### src/hdl/bacd_pkg.sv
// Constants, field layouts and address windows for the bus area configuration and decode block.
// Assumes a 32-bit AXI4-Lite register port and a 32-bit CPU address for the area decoder.
package bacd_pkg;
  // ==========================================================================
  // Register layout
  localparam logic [31:0] BACD_CTRL1_ADDR  = 32'hFFFFFFE0;  // Control register, 32-bit view
  localparam logic [31:0] BACD_WAITSEL_ADDR = 32'hFFFFFFD0; // Wait-select and third-bit register
  localparam logic [15:0] BACD_CTRL1_RST   = 16'h03F0;
  localparam logic [15:0] BACD_CTRL1_WMASK = 16'h7BFF;      // Bits 15 and 10 read as zero
  localparam logic [15:0] BACD_WR_KEY      = 16'hA55A;
  localparam logic [15:0] BACD_WAITSEL_RST = 16'h0000;
  localparam int BACD_A4LW_HI = 14;
  localparam int BACD_A4LW_LO = 13;
  localparam int BACD_A2_END  = 12;
  localparam int BACD_BROM    = 11;
  localparam int BACD_AHLW_HI = 9;
  localparam int BACD_AHLW_LO = 8;
  localparam int BACD_A1LW_HI = 7;
  localparam int BACD_A1LW_LO = 6;
  localparam int BACD_A0LW_HI = 5;
  localparam int BACD_A0LW_LO = 4;
  localparam int BACD_A4_END  = 3;
  localparam int BACD_MT_HI   = 2;
  localparam logic [1:0] BACD_LONG_WAIT = 2'h3;
  // Wait-select layout: low bit of each two-bit wait field, then third long-wait bits
  localparam int BACD_WS_A2  = 4;
  localparam int BACD_WS_A3  = 6;
  localparam int BACD_WS_A4  = 8;
  localparam int BACD_W3_A23 = 11;
  localparam int BACD_W3_A4  = 12;
  localparam int BACD_W3_A0  = 13;
  localparam int BACD_W3_A1  = 14;
  // Access size codes seen by the lane reversal
  localparam logic [1:0] BACD_SZ_WORD = 2'h1;
  localparam logic [1:0] BACD_SZ_LONG = 2'h2;
  localparam logic [1:0] BACD_RESP_OKAY   = 2'h0;
  localparam logic [1:0] BACD_RESP_SLVERR = 2'h2;
  // ==========================================================================
  // Memory type codes
  localparam logic [2:0] BACD_MT_ORD     = 3'h0;
  localparam logic [2:0] BACD_MT_A3_SDR  = 3'h1;
  localparam logic [2:0] BACD_MT_A3_DRAM = 3'h2;
  localparam logic [2:0] BACD_MT_A2_SDR  = 3'h4;
  localparam logic [2:0] BACD_MT_BOTH    = 3'h5;
  // ==========================================================================
  // Address windows: base and mask of bits that must match; purge uses base and end
  localparam logic [31:0] BACD_A2_BASE   = 32'h24000000;
  localparam logic [31:0] BACD_A3_BASE   = 32'h26000000;
  localparam logic [31:0] BACD_A4_BASE   = 32'h28000000;
  localparam logic [31:0] BACD_M32M      = 32'hFE000000;
  localparam logic [31:0] BACD_PURGE_BASE = 32'h40000000;
  localparam logic [31:0] BACD_PURGE_END  = 32'h49FFFFFF;
  localparam logic [31:0] BACD_ADDR_BASE = 32'h60000000;
  localparam logic [31:0] BACD_M512M     = 32'hE0000000;
  localparam logic [31:0] BACD_DATA_BASE = 32'hC0000000;
  localparam logic [31:0] BACD_M4K       = 32'hFFFFF000;
  localparam logic [31:0] BACD_MODE0_BASE = 32'hFFFF0000;
  localparam logic [31:0] BACD_MODE1_BASE = 32'hFFFF8000;
  // Space codes
  typedef enum logic [3:0] {
    BACD_SP_NONE  = 4'h0,
    BACD_SP_A2    = 4'h1,
    BACD_SP_A3    = 4'h2,
    BACD_SP_A4    = 4'h3,
    BACD_SP_PURGE = 4'h4,
    BACD_SP_ADDR  = 4'h5,
    BACD_SP_DATA  = 4'h6,
    BACD_SP_MODE  = 4'h7
  } bacd_space_t;
  typedef enum logic [1:0] {
    BACD_ST_IDLE = 2'b00,
    BACD_ST_RESP = 2'b01
  } bacd_bus_t;
endpackage : bacd_pkg

### src/hdl/bacd_top.sv
// Bus area configuration register and upper address map decoder.
// Assumes an AXI4-Lite master and a CPU address bus on the same clock (125 MHz).
// Summary of operation
// - 0x24000000-0x25FFFFFF decodes to area 2 cache-through.
// - 0x26000000-0x27FFFFFF decodes to area 3 cache-through.
// - 32 MB from 0x28000000 decodes to area 4 cache-through.
// - Decode 160 MB purge space and 512 MB address-array space.
// - Decode 4 KB data-array space at 0xC0000000.
// - 4 KB windows at FFFF0000 and FFFF8000 are SDRAM mode settings.
// - Area 2 synchronous DRAM always uses auto-precharge.
// - Area 3 synchronous DRAM supports bank-active operation.
// - Bits 15 and 10 always read zero.
// - Bits 14:13 give area 4 long wait when its wait field is 11.
// - Bit 12 set makes area 2 little-endian.
// - Bit 11 set makes area 0 burst ROM.
// - Bits 9:8 give area 2/3 long wait when wait field is 11.
// - Bits 7:6 give area 1 long wait, computed for a range check only; no port carries it.
// - Bits 5:4 give area 0 long wait, computed for a range check only; no port carries it.
// - Bit 3 set makes area 4 little-endian.
// - Bits 2:0 choose memory type of areas 2 and 3.
// - 16-bit register, reset 0x03F0, at 0xFFFFFFE0.
// - Writes need key 0xA55A in upper half; reads return zero there.
// - Three-bit code maps to 3,4,5,6,8,10,12,14 waits.
module bacd_top
  import bacd_pkg::*;
(
  // Clock and reset
  input  wire logic        clk,
  input  wire logic        rst_n,
  // AXI4-Lite write address and data
  input  wire logic [31:0] s_axi_awaddr,
  input  wire logic        s_axi_awvalid,
  output logic             s_axi_awready,
  input  wire logic [31:0] s_axi_wdata,
  input  wire logic [3:0]  s_axi_wstrb,
  input  wire logic        s_axi_wvalid,
  output logic             s_axi_wready,
  // AXI4-Lite write response
  output logic [1:0]       s_axi_bresp,
  output logic             s_axi_bvalid,
  input  wire logic        s_axi_bready,
  // AXI4-Lite read
  input  wire logic [31:0] s_axi_araddr,
  input  wire logic        s_axi_arvalid,
  output logic             s_axi_arready,
  output logic [31:0]      s_axi_rdata,
  output logic [1:0]       s_axi_rresp,
  output logic             s_axi_rvalid,
  input  wire logic        s_axi_rready,
  // CPU access to decode
  input  wire logic [31:0] cpu_addr,
  input  wire logic [1:0]  cpu_size,
  input  wire logic [31:0] cpu_wdata,
  // Decode results, registered
  output logic [3:0]       space_code,
  output logic             cache_through,
  output logic             sdram_mode_set,
  output logic             area_is_sdram,
  output logic             area_is_dram,
  output logic             auto_precharge,
  output logic             bank_active_ok,
  output logic             burst_rom,
  output logic [3:0]       wait_cycles,
  output logic             long_wait_active,
  output logic             mem_type_illegal,
  output logic [31:0]      swapped_wdata
);
  // ==========================================================================
  // State
  typedef struct packed {
    logic [15:0] ctrl;
    logic [15:0] wsel;   // 1:0 a0,3:2 a1,5:4 a2,7:6 a3,9:8 a4,14:11 third bits
    bacd_bus_t   wst;
    bacd_bus_t   rst;
    logic        aw_got;
    logic        w_got;
    logic [31:0] awaddr;
    logic [31:0] wdata;
    logic [3:0]  wstrb;
    logic [31:0] rdata;
    logic [1:0]  rresp;
    logic [1:0]  bresp;
    logic [3:0]  space;
    logic        thru;
    logic        mode;
    logic        sdr;
    logic        dram;
    logic        apre;
    logic        bact;
    logic        brom;
    logic [3:0]  waits;
    logic        lw;
    logic        mt_bad;
    logic        swap;
  } bacd_state_t;
  bacd_state_t st;
  bacd_state_t next_st;

  function automatic logic [3:0] lw_count(input logic [2:0] code);
    logic [3:0] r;
    r = 4'h3;
    unique case (code)
      3'h0: r = 4'h3;
      3'h1: r = 4'h4;
      3'h2: r = 4'h5;
      3'h3: r = 4'h6;
      3'h4: r = 4'h8;
      3'h5: r = 4'hA;
      3'h6: r = 4'hC;
      3'h7: r = 4'hE;
    endcase
    return r;
  endfunction : lw_count

  function automatic logic in_win(input logic [31:0] a, input logic [31:0] b,
                                  input logic [31:0] m);
    return (a & m) == b;
  endfunction : in_win

  logic        wr_fire;
  logic [31:0] wr_addr;
  logic [31:0] wr_data;
  logic        key_ok;
  logic [1:0]  ws;
  logic        w3;
  logic [1:0]  lw2;

  // ==========================================================================
  // Bus and decode next state
  always_comb begin
    next_st = st;
    wr_addr = st.aw_got ? st.awaddr : s_axi_awaddr;
    wr_data = st.w_got ? st.wdata : s_axi_wdata;
    wr_fire = (st.aw_got || s_axi_awvalid) && (st.w_got || s_axi_wvalid)
              && st.wst == BACD_ST_IDLE;
    // key in upper half guards writes
    key_ok = wr_data[31:16] == BACD_WR_KEY && (st.w_got ? st.wstrb : s_axi_wstrb) == 4'hF;
    ws = 2'h0;
    w3 = 1'b0;
    lw2 = 2'h0;
    if (st.wst == BACD_ST_IDLE) begin
      if (s_axi_awvalid && !st.aw_got) begin
        next_st.aw_got = 1'b1;
        next_st.awaddr = s_axi_awaddr;
      end
      if (s_axi_wvalid && !st.w_got) begin
        next_st.w_got = 1'b1;
        next_st.wdata = s_axi_wdata;
        next_st.wstrb = s_axi_wstrb;
      end
      if (wr_fire) begin
        next_st.aw_got = 1'b0;
        next_st.w_got = 1'b0;
        next_st.wst = BACD_ST_RESP;
        next_st.bresp = BACD_RESP_OKAY;
        if (wr_addr == BACD_CTRL1_ADDR) begin
          if (key_ok) next_st.ctrl = wr_data[15:0] & BACD_CTRL1_WMASK;
        end else if (wr_addr == BACD_WAITSEL_ADDR) begin
          if (key_ok) next_st.wsel = wr_data[15:0];
        end else begin
          next_st.bresp = BACD_RESP_SLVERR;
        end
      end
    end else if (s_axi_bready) begin
      next_st.wst = BACD_ST_IDLE;
    end
    // read view with zero upper half
    if (st.rst == BACD_ST_IDLE) begin
      if (s_axi_arvalid) begin
        next_st.rst = BACD_ST_RESP;
        next_st.rresp = BACD_RESP_OKAY;
        next_st.rdata = 32'h00000000;
        if (s_axi_araddr == BACD_CTRL1_ADDR) next_st.rdata = {16'h0000, st.ctrl};
        else if (s_axi_araddr == BACD_WAITSEL_ADDR) next_st.rdata = {16'h0000, st.wsel};
        else next_st.rresp = BACD_RESP_SLVERR;
      end
    end else if (s_axi_rready) begin
      next_st.rst = BACD_ST_IDLE;
    end
    next_st.space = BACD_SP_NONE;
    if (in_win(cpu_addr, BACD_A2_BASE, BACD_M32M)) next_st.space = BACD_SP_A2;
    else if (in_win(cpu_addr, BACD_A3_BASE, BACD_M32M)) next_st.space = BACD_SP_A3;
    else if (in_win(cpu_addr, BACD_A4_BASE, BACD_M32M)) next_st.space = BACD_SP_A4;
    else if (cpu_addr >= BACD_PURGE_BASE && cpu_addr <= BACD_PURGE_END)
      next_st.space = BACD_SP_PURGE;
    else if (in_win(cpu_addr, BACD_ADDR_BASE, BACD_M512M)) next_st.space = BACD_SP_ADDR;
    else if (in_win(cpu_addr, BACD_DATA_BASE, BACD_M4K)) next_st.space = BACD_SP_DATA;
    else if (in_win(cpu_addr, BACD_MODE0_BASE, BACD_M4K)
             || in_win(cpu_addr, BACD_MODE1_BASE, BACD_M4K)) next_st.space = BACD_SP_MODE;
    next_st.thru = next_st.space inside {BACD_SP_A2, BACD_SP_A3, BACD_SP_A4};
    next_st.mode = next_st.space == BACD_SP_MODE;
    // memory type of areas 2 and 3
    next_st.mt_bad = !(st.ctrl[BACD_MT_HI:0] inside {BACD_MT_ORD, BACD_MT_A3_SDR,
                       BACD_MT_A3_DRAM, BACD_MT_A2_SDR, BACD_MT_BOTH});
    next_st.sdr = 1'b0;
    next_st.dram = 1'b0;
    if (next_st.space == BACD_SP_A2) begin
      next_st.sdr = st.ctrl[BACD_MT_HI:0] inside {BACD_MT_A2_SDR, BACD_MT_BOTH};
    end else if (next_st.space == BACD_SP_A3) begin
      next_st.sdr = st.ctrl[BACD_MT_HI:0] inside {BACD_MT_A3_SDR, BACD_MT_BOTH};
      next_st.dram = st.ctrl[BACD_MT_HI:0] == BACD_MT_A3_DRAM;
    end
    next_st.apre = next_st.sdr && next_st.space == BACD_SP_A2;
    // area 3 SDRAM may keep banks open
    next_st.bact = next_st.sdr && next_st.space == BACD_SP_A3;
    // burst ROM flag for area 0
    next_st.brom = st.ctrl[BACD_BROM];
    // long wait selection for decoded area
    if (next_st.space == BACD_SP_A2) begin
      ws = st.wsel[BACD_WS_A2 +: 2];
      w3 = st.wsel[BACD_W3_A23];
      lw2 = st.ctrl[BACD_AHLW_HI:BACD_AHLW_LO];
    end else if (next_st.space == BACD_SP_A3) begin
      ws = st.wsel[BACD_WS_A3 +: 2];
      w3 = st.wsel[BACD_W3_A23];
      lw2 = st.ctrl[BACD_AHLW_HI:BACD_AHLW_LO];
    end else if (next_st.space == BACD_SP_A4) begin
      ws = st.wsel[BACD_WS_A4 +: 2];
      w3 = st.wsel[BACD_W3_A4];
      lw2 = st.ctrl[BACD_A4LW_HI:BACD_A4LW_LO];
    end
    next_st.lw = ws == BACD_LONG_WAIT && next_st.thru && !next_st.sdr && !next_st.dram;
    next_st.waits = next_st.lw ? lw_count({w3, lw2}) : 4'h0;
    next_st.swap = (next_st.space == BACD_SP_A2 && st.ctrl[BACD_A2_END])
                   || (next_st.space == BACD_SP_A4 && st.ctrl[BACD_A4_END]);
  end

  // Single register stage for all state
  always_ff @(posedge clk or negedge rst_n) begin
    if (!rst_n) begin
      st <= '0;
      st.ctrl <= BACD_CTRL1_RST;
      st.wsel <= BACD_WAITSEL_RST;
      st.wst <= BACD_ST_IDLE;
      st.rst <= BACD_ST_IDLE;
    end else begin
      st <= next_st;
    end
  end

  // ==========================================================================
  // Little-endian lane reversal, one cycle like the decode
  bacd_lane_swap u_swap (
    .clk      (clk),
    .rst_n    (rst_n),
    .swap_en  (next_st.swap),
    .size     (cpu_size),
    .data_in  (cpu_wdata),
    .data_out (swapped_wdata)
  );

  // Areas 0 and 1 long waits are computed for the range check only; no port carries them
  logic [3:0] a0_waits;
  logic [3:0] a1_waits;
  assign a0_waits = lw_count({st.wsel[BACD_W3_A0], st.ctrl[BACD_A0LW_HI:BACD_A0LW_LO]});
  assign a1_waits = lw_count({st.wsel[BACD_W3_A1], st.ctrl[BACD_A1LW_HI:BACD_A1LW_LO]});

  // Handshake and decode outputs
  assign s_axi_awready = st.wst == BACD_ST_IDLE && !st.aw_got;
  assign s_axi_wready  = st.wst == BACD_ST_IDLE && !st.w_got;
  assign s_axi_bvalid  = st.wst == BACD_ST_RESP;
  assign s_axi_bresp   = st.bresp;
  assign s_axi_arready = st.rst == BACD_ST_IDLE;
  assign s_axi_rvalid  = st.rst == BACD_ST_RESP;
  assign s_axi_rdata   = st.rdata;
  assign s_axi_rresp   = st.rresp;
  assign space_code       = st.space;
  assign cache_through    = st.thru;
  assign sdram_mode_set   = st.mode;
  assign area_is_sdram    = st.sdr;
  assign area_is_dram     = st.dram;
  assign auto_precharge   = st.apre;
  assign bank_active_ok   = st.bact;
  assign burst_rom        = st.brom;
  assign wait_cycles      = st.waits;
  assign long_wait_active = st.lw;
  assign mem_type_illegal = st.mt_bad;

  // ==========================================================================
  // Checks
  a2_decode_a: assert property (@(posedge clk) disable iff (!rst_n)
    (cpu_addr[31:25] == 7'h12) |=> space_code == BACD_SP_A2)
    else $error("area 2 window not decoded");
  a3_decode_a: assert property (@(posedge clk) disable iff (!rst_n)
    (cpu_addr[31:25] == 7'h13) |=> space_code == BACD_SP_A3)
    else $error("area 3 window not decoded");
  a4_decode_a: assert property (@(posedge clk) disable iff (!rst_n)
    (cpu_addr[31:25] == 7'h14) |=> space_code == BACD_SP_A4 && cache_through)
    else $error("area 4 window not decoded");
  mode_win_a: assert property (@(posedge clk) disable iff (!rst_n)
    (cpu_addr[31:12] == 20'hFFFF0) |=> sdram_mode_set)
    else $error("mode window missed");
  reserved_zero_a: assert property (@(posedge clk) disable iff (!rst_n)
    s_axi_rvalid |-> s_axi_rdata[31:16] == 16'h0000)
    else $error("upper half not zero");
  ctrl_rsvd_a: assert property (@(posedge clk) disable iff (!rst_n)
    (st.ctrl & ~BACD_CTRL1_WMASK) == 16'h0000)
    else $error("reserved control bits set");
  area01_wait_a: assert property (@(posedge clk) disable iff (!rst_n)
    a0_waits >= 4'h3 && a0_waits <= 4'hE && a1_waits >= 4'h3 && a1_waits <= 4'hE)
    else $error("area 0 or 1 long wait out of range");
  precharge_a: assert property (@(posedge clk) disable iff (!rst_n)
    auto_precharge |-> !bank_active_ok && space_code == BACD_SP_A2)
    else $error("area 2 bank kept open");
  key_guard_a: assert property (@(posedge clk) disable iff (!rst_n)
    (wr_fire && !key_ok) |=> $stable(st.ctrl))
    else $error("unkeyed write changed register");
  wait_max_a: assert property (@(posedge clk) disable iff (!rst_n)
    long_wait_active |-> wait_cycles >= 4'h3 && wait_cycles <= 4'hE)
    else $error("long wait out of range");
  cov_keyed_wr: cover property (@(posedge clk) wr_fire && key_ok);
  cov_swap: cover property (@(posedge clk) st.swap);
  cov_lw: cover property (@(posedge clk) long_wait_active);
endmodule : bacd_top

### src/hdl/bacd_lane_swap.sv
// Byte lane reversal for little-endian areas.
// Assumes size code 0 byte, 1 word, 2 longword; registered output, one cycle latency.
module bacd_lane_swap
  import bacd_pkg::*;
(
  // Clock and reset
  input  wire logic        clk,
  input  wire logic        rst_n,
  // Request
  input  wire logic        swap_en,
  input  wire logic [1:0]  size,
  input  wire logic [31:0] data_in,
  // Result
  output logic      [31:0] data_out
);
  // ==========================================================================
  // Lane reversal
  typedef struct packed {
    logic [31:0] data;
  } bacd_swap_t;
  bacd_swap_t st;
  bacd_swap_t next_st;

  always_comb begin
    next_st = st;
    next_st.data = data_in;
    if (swap_en && size == BACD_SZ_WORD) begin
      next_st.data = {16'h0000, data_in[7:0], data_in[15:8]};
    end else if (swap_en && size == BACD_SZ_LONG) begin
      next_st.data = {data_in[7:0], data_in[15:8], data_in[23:16], data_in[31:24]};
    end
  end

  // Byte accesses pass through unchanged
  always_ff @(posedge clk or negedge rst_n) begin
    if (!rst_n) begin
      st <= '0;
    end else begin
      st <= next_st;
    end
  end
  assign data_out = st.data;
endmodule : bacd_lane_swap

### config.mk
export PLATFORM = sky130hd
export DESIGN_NAME = bacd_top
export DESIGN_NICKNAME = d
export VERILOG_FILES = /design/src/hdl/bacd_pkg.sv /design/src/hdl/bacd_top.sv /design/src/hdl/bacd_lane_swap.sv
export SDC_FILE = /design/constraint.sdc
export NUM_CORES = 1
export LEC_CHECK = 0
export BUFFER_PORTS_ARGS = -buffer_cell sky130_fd_sc_hd__buf_2
export CORE_ASPECT_RATIO = 0.5
export CORE_MARGIN = 4
export CORE_UTILIZATION = 40
export CTS_CLUSTER_DIAMETER = 30
export DETAILED_ROUTE_END_ITERATION = 6
export PLACE_DENSITY_LB_ADDON = 0.25
export SETUP_SLACK_MARGIN = 0.4
export SYNTH_ARGS = -nofsm -noshare
export SYNTH_HDL_FRONTEND = slang
export SYNTH_HIERARCHICAL = 1
export SYNTH_SLANG_ARGS = --single-unit
export TNS_END_PERCENT = 30
### constraint.sdc
create_clock -name clk -period 4.5 [get_ports clk]
set_input_delay 0 -clock clk [delete_from_list [all_inputs] [get_ports clk]]
set_output_delay 0 -clock clk [all_outputs]
set_load 0.01 [all_outputs]
## Word level (Yosys, flattened, before mapping)

Memories as Yosys holds them, arrays and structs flattened.
Index checks and enable logic that the tools add are counted.

| word-level totals | value |
|---|---|
| output and inout bits | 90 |
| bits in latches | 0 |
| memory bits (read-only) | 32 |
| logic and storage cells | 143 |
| input port bits | 173 |
| bits in registers | 189 |
| RAM bits | 0 |
| memories kept | 1 |

| cells by class | value |
|---|---|
| reductions and logical operators | 47 |
| bitwise gates (word level) | 1 |
| muxes and demuxes | 40 |
| divide/modulo/power cells | 0 |
| equal/unequal tests | 28 |
| multiply operators | 0 |
| add/subtract/negate cells | 0 |
| shift operators | 0 |
| $lt $le $gt $ge | 2 |

Memory list:

| memory | words | bits a word | rd ports | clocked after memory_dff | wr ports | RTL line | text |
|---|---|---|---|---|---|---|---|
| (name not given) | 8 | 4 | 1 | 0 | 0 | bacd_top.sv:102 | `unique case (code)` |

Operators with widths:

| kind | number |
|---|---|
| 32-bit == test (second input constant) | 4 |
| 32-bit 2-to-1 mux | 4 |
| 20-bit == test (second input constant) | 3 |
| 2-bit 2-to-1 mux | 18 |
| 32-bit by 31-bit >= comparator with 1-bit output (second input constant) | 1 |
| 32-bit by 31-bit <= comparator with 1-bit output (second input constant) | 1 |
| 16-bit 2-to-1 mux | 2 |
| 7-bit by 5-bit == test with 1-bit output (second input constant) | 3 |
| 3-bit 2-to-1 mux | 7 |
| 1-bit logical AND | 17 |
| 16-bit == test (second input constant) | 1 |
| 2-bit AND reduction | 8 |
| 2-bit nonzero test | 6 |
| 4-bit by 2-bit == test with 1-bit output (second input constant) | 2 |
| 4-bit 2-to-1 mux | 2 |
| 1-bit 2-to-1 mux | 7 |
| 2-bit by 1-bit == test with 1-bit output (second input constant) | 3 |
| 3-bit by 2-bit == test with 1-bit output (second input constant) | 2 |
| 3-bit == test (second input constant) | 2 |
| 1-bit logical NOT | 5 |
| 5-bit AND reduction | 1 |
| 5-bit nonzero test | 1 |
| 2-bit == test (second input constant) | 2 |
| 4-bit by 1-bit == test with 1-bit output (second input constant) | 1 |
| other kinds (10) | 15 |

## Logic depth before layout (Yosys ltp)

| depth | value |
|---|---|
| depth in word-level cells | 18 |
| mapped depth | 9 |
| depth with buffers taken out | 7 |

## Hierarchy

Netlist, hierarchy kept.

Modules (own cells, without submodules):

| module | cells an instance | seq. area each (um^2) | times used | area each (um^2) |
|---|---|---|---|---|
| bacd_top | 507 | 3,410.8 | 1 | 6,428.7 |
| bacd_lane_swap | 198 | 800.8 | 1 | 1,980.6 |

## Worst setup path before layout

No wires, ideal clock.

| timing | value |
|---|---|
| path kind | register -> register |
| start | reg st[123] in the netlist's numbering |
| end | reg st[128] in the netlist's numbering |
| buffers on the path | 1 |
| stages on the path, launching flop included | 7 |
| library setup time | 0.125 ns |
| data required time | 4.375 ns |
| slack | 2.037 ns |
| data arrival time | 2.338 ns |
| path through | dfrtp_1 or4_1 nor4_2 o21ai_2 nor4_4 buf_6 mux2_4 |

| between the ends | value |
|---|---|
| cells in the longest elaborated chain, start to end | 4 |
| elaborated cells on any way between the ends | 8 |

RTL lines:

| item | RTL line | text |
|---|---|---|
| from (decl) | bacd_top.sv:96 | `bacd_state_t st;` |
| from (signal assigned) | bacd_top.sv:237 | `st <= next_st;` |
| 32-bit 2-to-1 mux or 1-bit logical OR (tied branches) | bacd_top.sv:132, bacd_top.sv:134 |  |
| 32-bit == test or 1-bit logical AND (tied branches) | bacd_top.sv:156, bacd_top.sv:134 |  |
| 1-bit NOT (no line) or 1-bit logical AND (tied branches) | n/a |  |
| 5-bit AND reduction (no line) (*) | n/a |  |

Mark *: on every way between the ends. The rest lies on a longest branch, timed or not.
A chain may end at the register's enable or synchronous reset.

==> results.yml <==
setup_path:
  cp_common_cell: "dlygate4sd3_1"
  crit_chain: "dlygate4sd3_1 > buf_2 > or4b_2 > nor3_2 > buf_4 > nor2b_1 > a22oi_1 > o21ai_1 > dlygate4sd3_1"
  crit_type: "in2reg"
  cp.arrival_ns: 3.48
  worstPathRequired_ns: 4.87
  crit_path_max_fanout: 47
  crit_path_end_kind: "flip-flop"
  cpMaxStageDelayCell: "or4b_2"
  start_kind: "primary input"
  slowest_delay_ns: 0.77
cts:
  clk_latency_ns: 0.43
  post_cts_resized: 0
  numCtsBuffers: 17
  clk_path_buf_depth: 2
  cts_tree: "yes"
  clock-sinks: 168
  cts-root-buf: "clkbuf_16"
  clkTransAtPathRegs_ns: 0.07
  htreeDepth: 4
detailed_routing:
  via_per_inst: 5.10
  first_pass_iters: 5
  drtAntennaViolNets: 0
  wl_um: 22300
  drc: 0
  wl_per_cell_um: 17.1
  vias: 6631
  drt-initial-drc-count: 323
final_layout:
  final_util: 0.543
  nNetsFinal: 1189
  drive_above_1_share: 0.415
  num_antenna_cells: 0
  area_growth_pct: 33.1
global_routing:
  grt_pass1_vias: 7074
  grt_overflow_total: 0
  grt_usage: 0.192
  grt_max_degree: 75
  grt_pass1_wl_um: 36400
  antenna_found_initial: 0
power:
  power.total_uw: 4540
  ir_drop_mv: 0.184
  power.leakage_uw: 0.00516
  p_per_area_nw_per_um2: 405
sta:
  maxSlewHeadroom: 0.171
  min_period_over_period: 0.693
  slew_violations: 0
  hold_violations: 0
  fin_setup_tns_ns: 0
  worst_clock_skew_ns: 0.0102
  finalSetupViolCount: 0
  fmaxAchievable_ghz: 0.321
  fin_crit_ns: 3.12
  worst_pin_slew_ns: 1.24
  rsz0062_at_grt: "false"
logic_synthesis:
  yosysWarnings: 6
  post_synth.cell_area_avg_um2: 11.9
  synth-main-ff-cell: "dfrtp_1"
  async_reset_ff_frac: 1.00
  synth.most_common_cell: "dfrtp_1"
  yosys-top-cells-count: "dfrtp_1 (162), mux2_2 (105), nand2_1 (50), buf_4 (49), nor2_1 (30)"
  synth_cells: 705
  synth_edf_count: 0
  yosysTopAreaCell: "dfrtp_1"
  syn_area_um2: 8410
  ys_top_cells_by_area: "dfrtp_1 (48%), mux2_2 (14%), buf_4 (4.4%)"
  synth_top_area_frac: 0.482
  synth-seq-area-share: 0.501
  ys_seq_elements: 168
  synth.distinct_cells: 62
floorplan:
  num_rows: 37
  die_w_um: 213
  io_pins: 263
  die_h_um: 111
  start_util: 0.408
  die-area_um2: 23500
  core_region_area_um2: 20600
place:
  portBuffers: 231
  dp_hpwl_um: 15000
  place_congestion: 0.846
hold_path:
  hold_class: "in2reg"
run_status:
  status: "completed"
flow_run:
  cap_violations: 0
-- layout make-up --
| class | count | area [µm²] |
|---|---|---|
| fillers | 1771 | 9410 |
| inverters | 19 | 71.3 |
| clock inverters | 13 | 120 |
| repair buffers | 356 | 2390 |
| flip-flops and latches | 168 | 4210 |
| clock buffers | 19 | 433 |
| multi-input cells | 453 | 3620 |
| well taps | 273 | 342 |
-- power by group --
group	total [µW]	switching, µW	leakage, µW	internal [µW]
clock network	1390	622	0.000265	767
registers	2060	198	0.00209	1870
logic	1080	457	0.00281	627
total	4540	1280	0.00516	3260
-- stage by stage --
stage                     hold WS, ns  setup WS (ns)  instances  cell area (µm²)
after floorplan                -0.296           2.04        723             8480
after global placement         0.0559           1.45       1152             9470
after detailed placement       0.0682           1.38       1152             9470
after CTS                      0.0194           1.37       1301            11200
after global routing           0.0246           1.21       1301            11200
final                          0.0388           1.38       1301            11200
-- path summary, 6_finish.rpt --
check	start	endpoint	cells after the start	slack (ns)
hold reg to reg	next_st[7]$_DFFE_PN0P_	burst_rom$_DFF_PN0_	0	0.44
hold / removal	s_axi_wvalid	s_axi_bresp[1]$_DFFE_PN0P_	3	0.04
setup / recovery	cpu_addr[31]	u_swap/data_out[22]$_DFF_PN0_	9	1.38
min in group asynchronous	rst_n	space_code[2]$_DFF_PN0_	2	0.14
max in group asynchronous	rst_n	st[98]$_DFFE_PN0P_	3	3.20
setup reg to reg	st[123]$_DFFE_PN0P_	st[146]$_DFFE_PN0P_	5	1.41
-- routing by layer --
| layer | part of all wire | track usage | up-vias |
|---|---|---|---|
| li1 | - | - | 3170 |
| met4 | 0.033 | 0.0823 | 0 |
| met1 | 0.42 | 0.241 | 3250 |
| met3 | 0.047 | 0.0440 | 51 |
| met2 | 0.50 | 0.319 | 160 |
| met5 | 0 | 0 | - |
-- sequential cells by signal (all words and copies together) (netlist names), 3 cells and up --
name,count
space_code,3
wait_cycles,4
st,101
s_axi_rdata,16
u_swap/data_out,32
-- what timing repair did --
action	in CTS	in global routing
endpoints found under the setup margin	0	0
hold endpoints to repair	212	0
setup buffers	0	0
hold buffers	117	0
-- worst max-delay path, delay by kind of cell --
| family | cells | cell delay, ns |
|---|---|---|
| buffers and inverters | 4 | 1.72 |
| and+or+nand+nor | 3 | 1.47 |
| AOI/OAI and AO/OA | 2 | 0.27 |
-- logic make-up after synthesis --
| group | count (synthesis) | synth area share |
|---|---|---|
| compound gates | 130 | 0.128 |
| flops | 168 | 0.501 |
| buf+inv | 102 | 0.0772 |
| fa+ha+maj | 1 | 0.00149 |
| mux | 116 | 0.160 |
| xor+xnor | 1 | 0.00104 |
| other cells | 1 | 0.000446 |
| simple gates | 186 | 0.132 |
-- layout by cell type (no fill, tap or decap), types with 4 or more instances in the layout --
cell type,Yosys,final
o21ai_1,24,24
clkbuf_16,0,17
dfstp_2,6,6
nor2b_1,6,6
a22o_1,18,18
o21ai_0,20,20
nand2b_1,8,8
and3_1,4,4
dlygate4sd3_1,0,117
o32ai_1,5,5
buf_4,49,8
inv_1,18,18
conb_1,1,19
nor4bb_1,7,7
nand2_1,50,50
a211oi_1,6,6
nand3_1,8,8
a211oi_2,10,10
nor4_1,8,8
a222oi_1,14,14
inv_6,0,5
nand3b_1,16,16
dfrtp_1,162,162
buf_2,6,230
o32ai_2,10,10
a21oi_1,4,4
mux2_2,105,105
nor2_1,30,30
mux2_4,10,10
a22oi_1,6,6
nand4_1,16,16
Power figures use the tool's default switching activity.
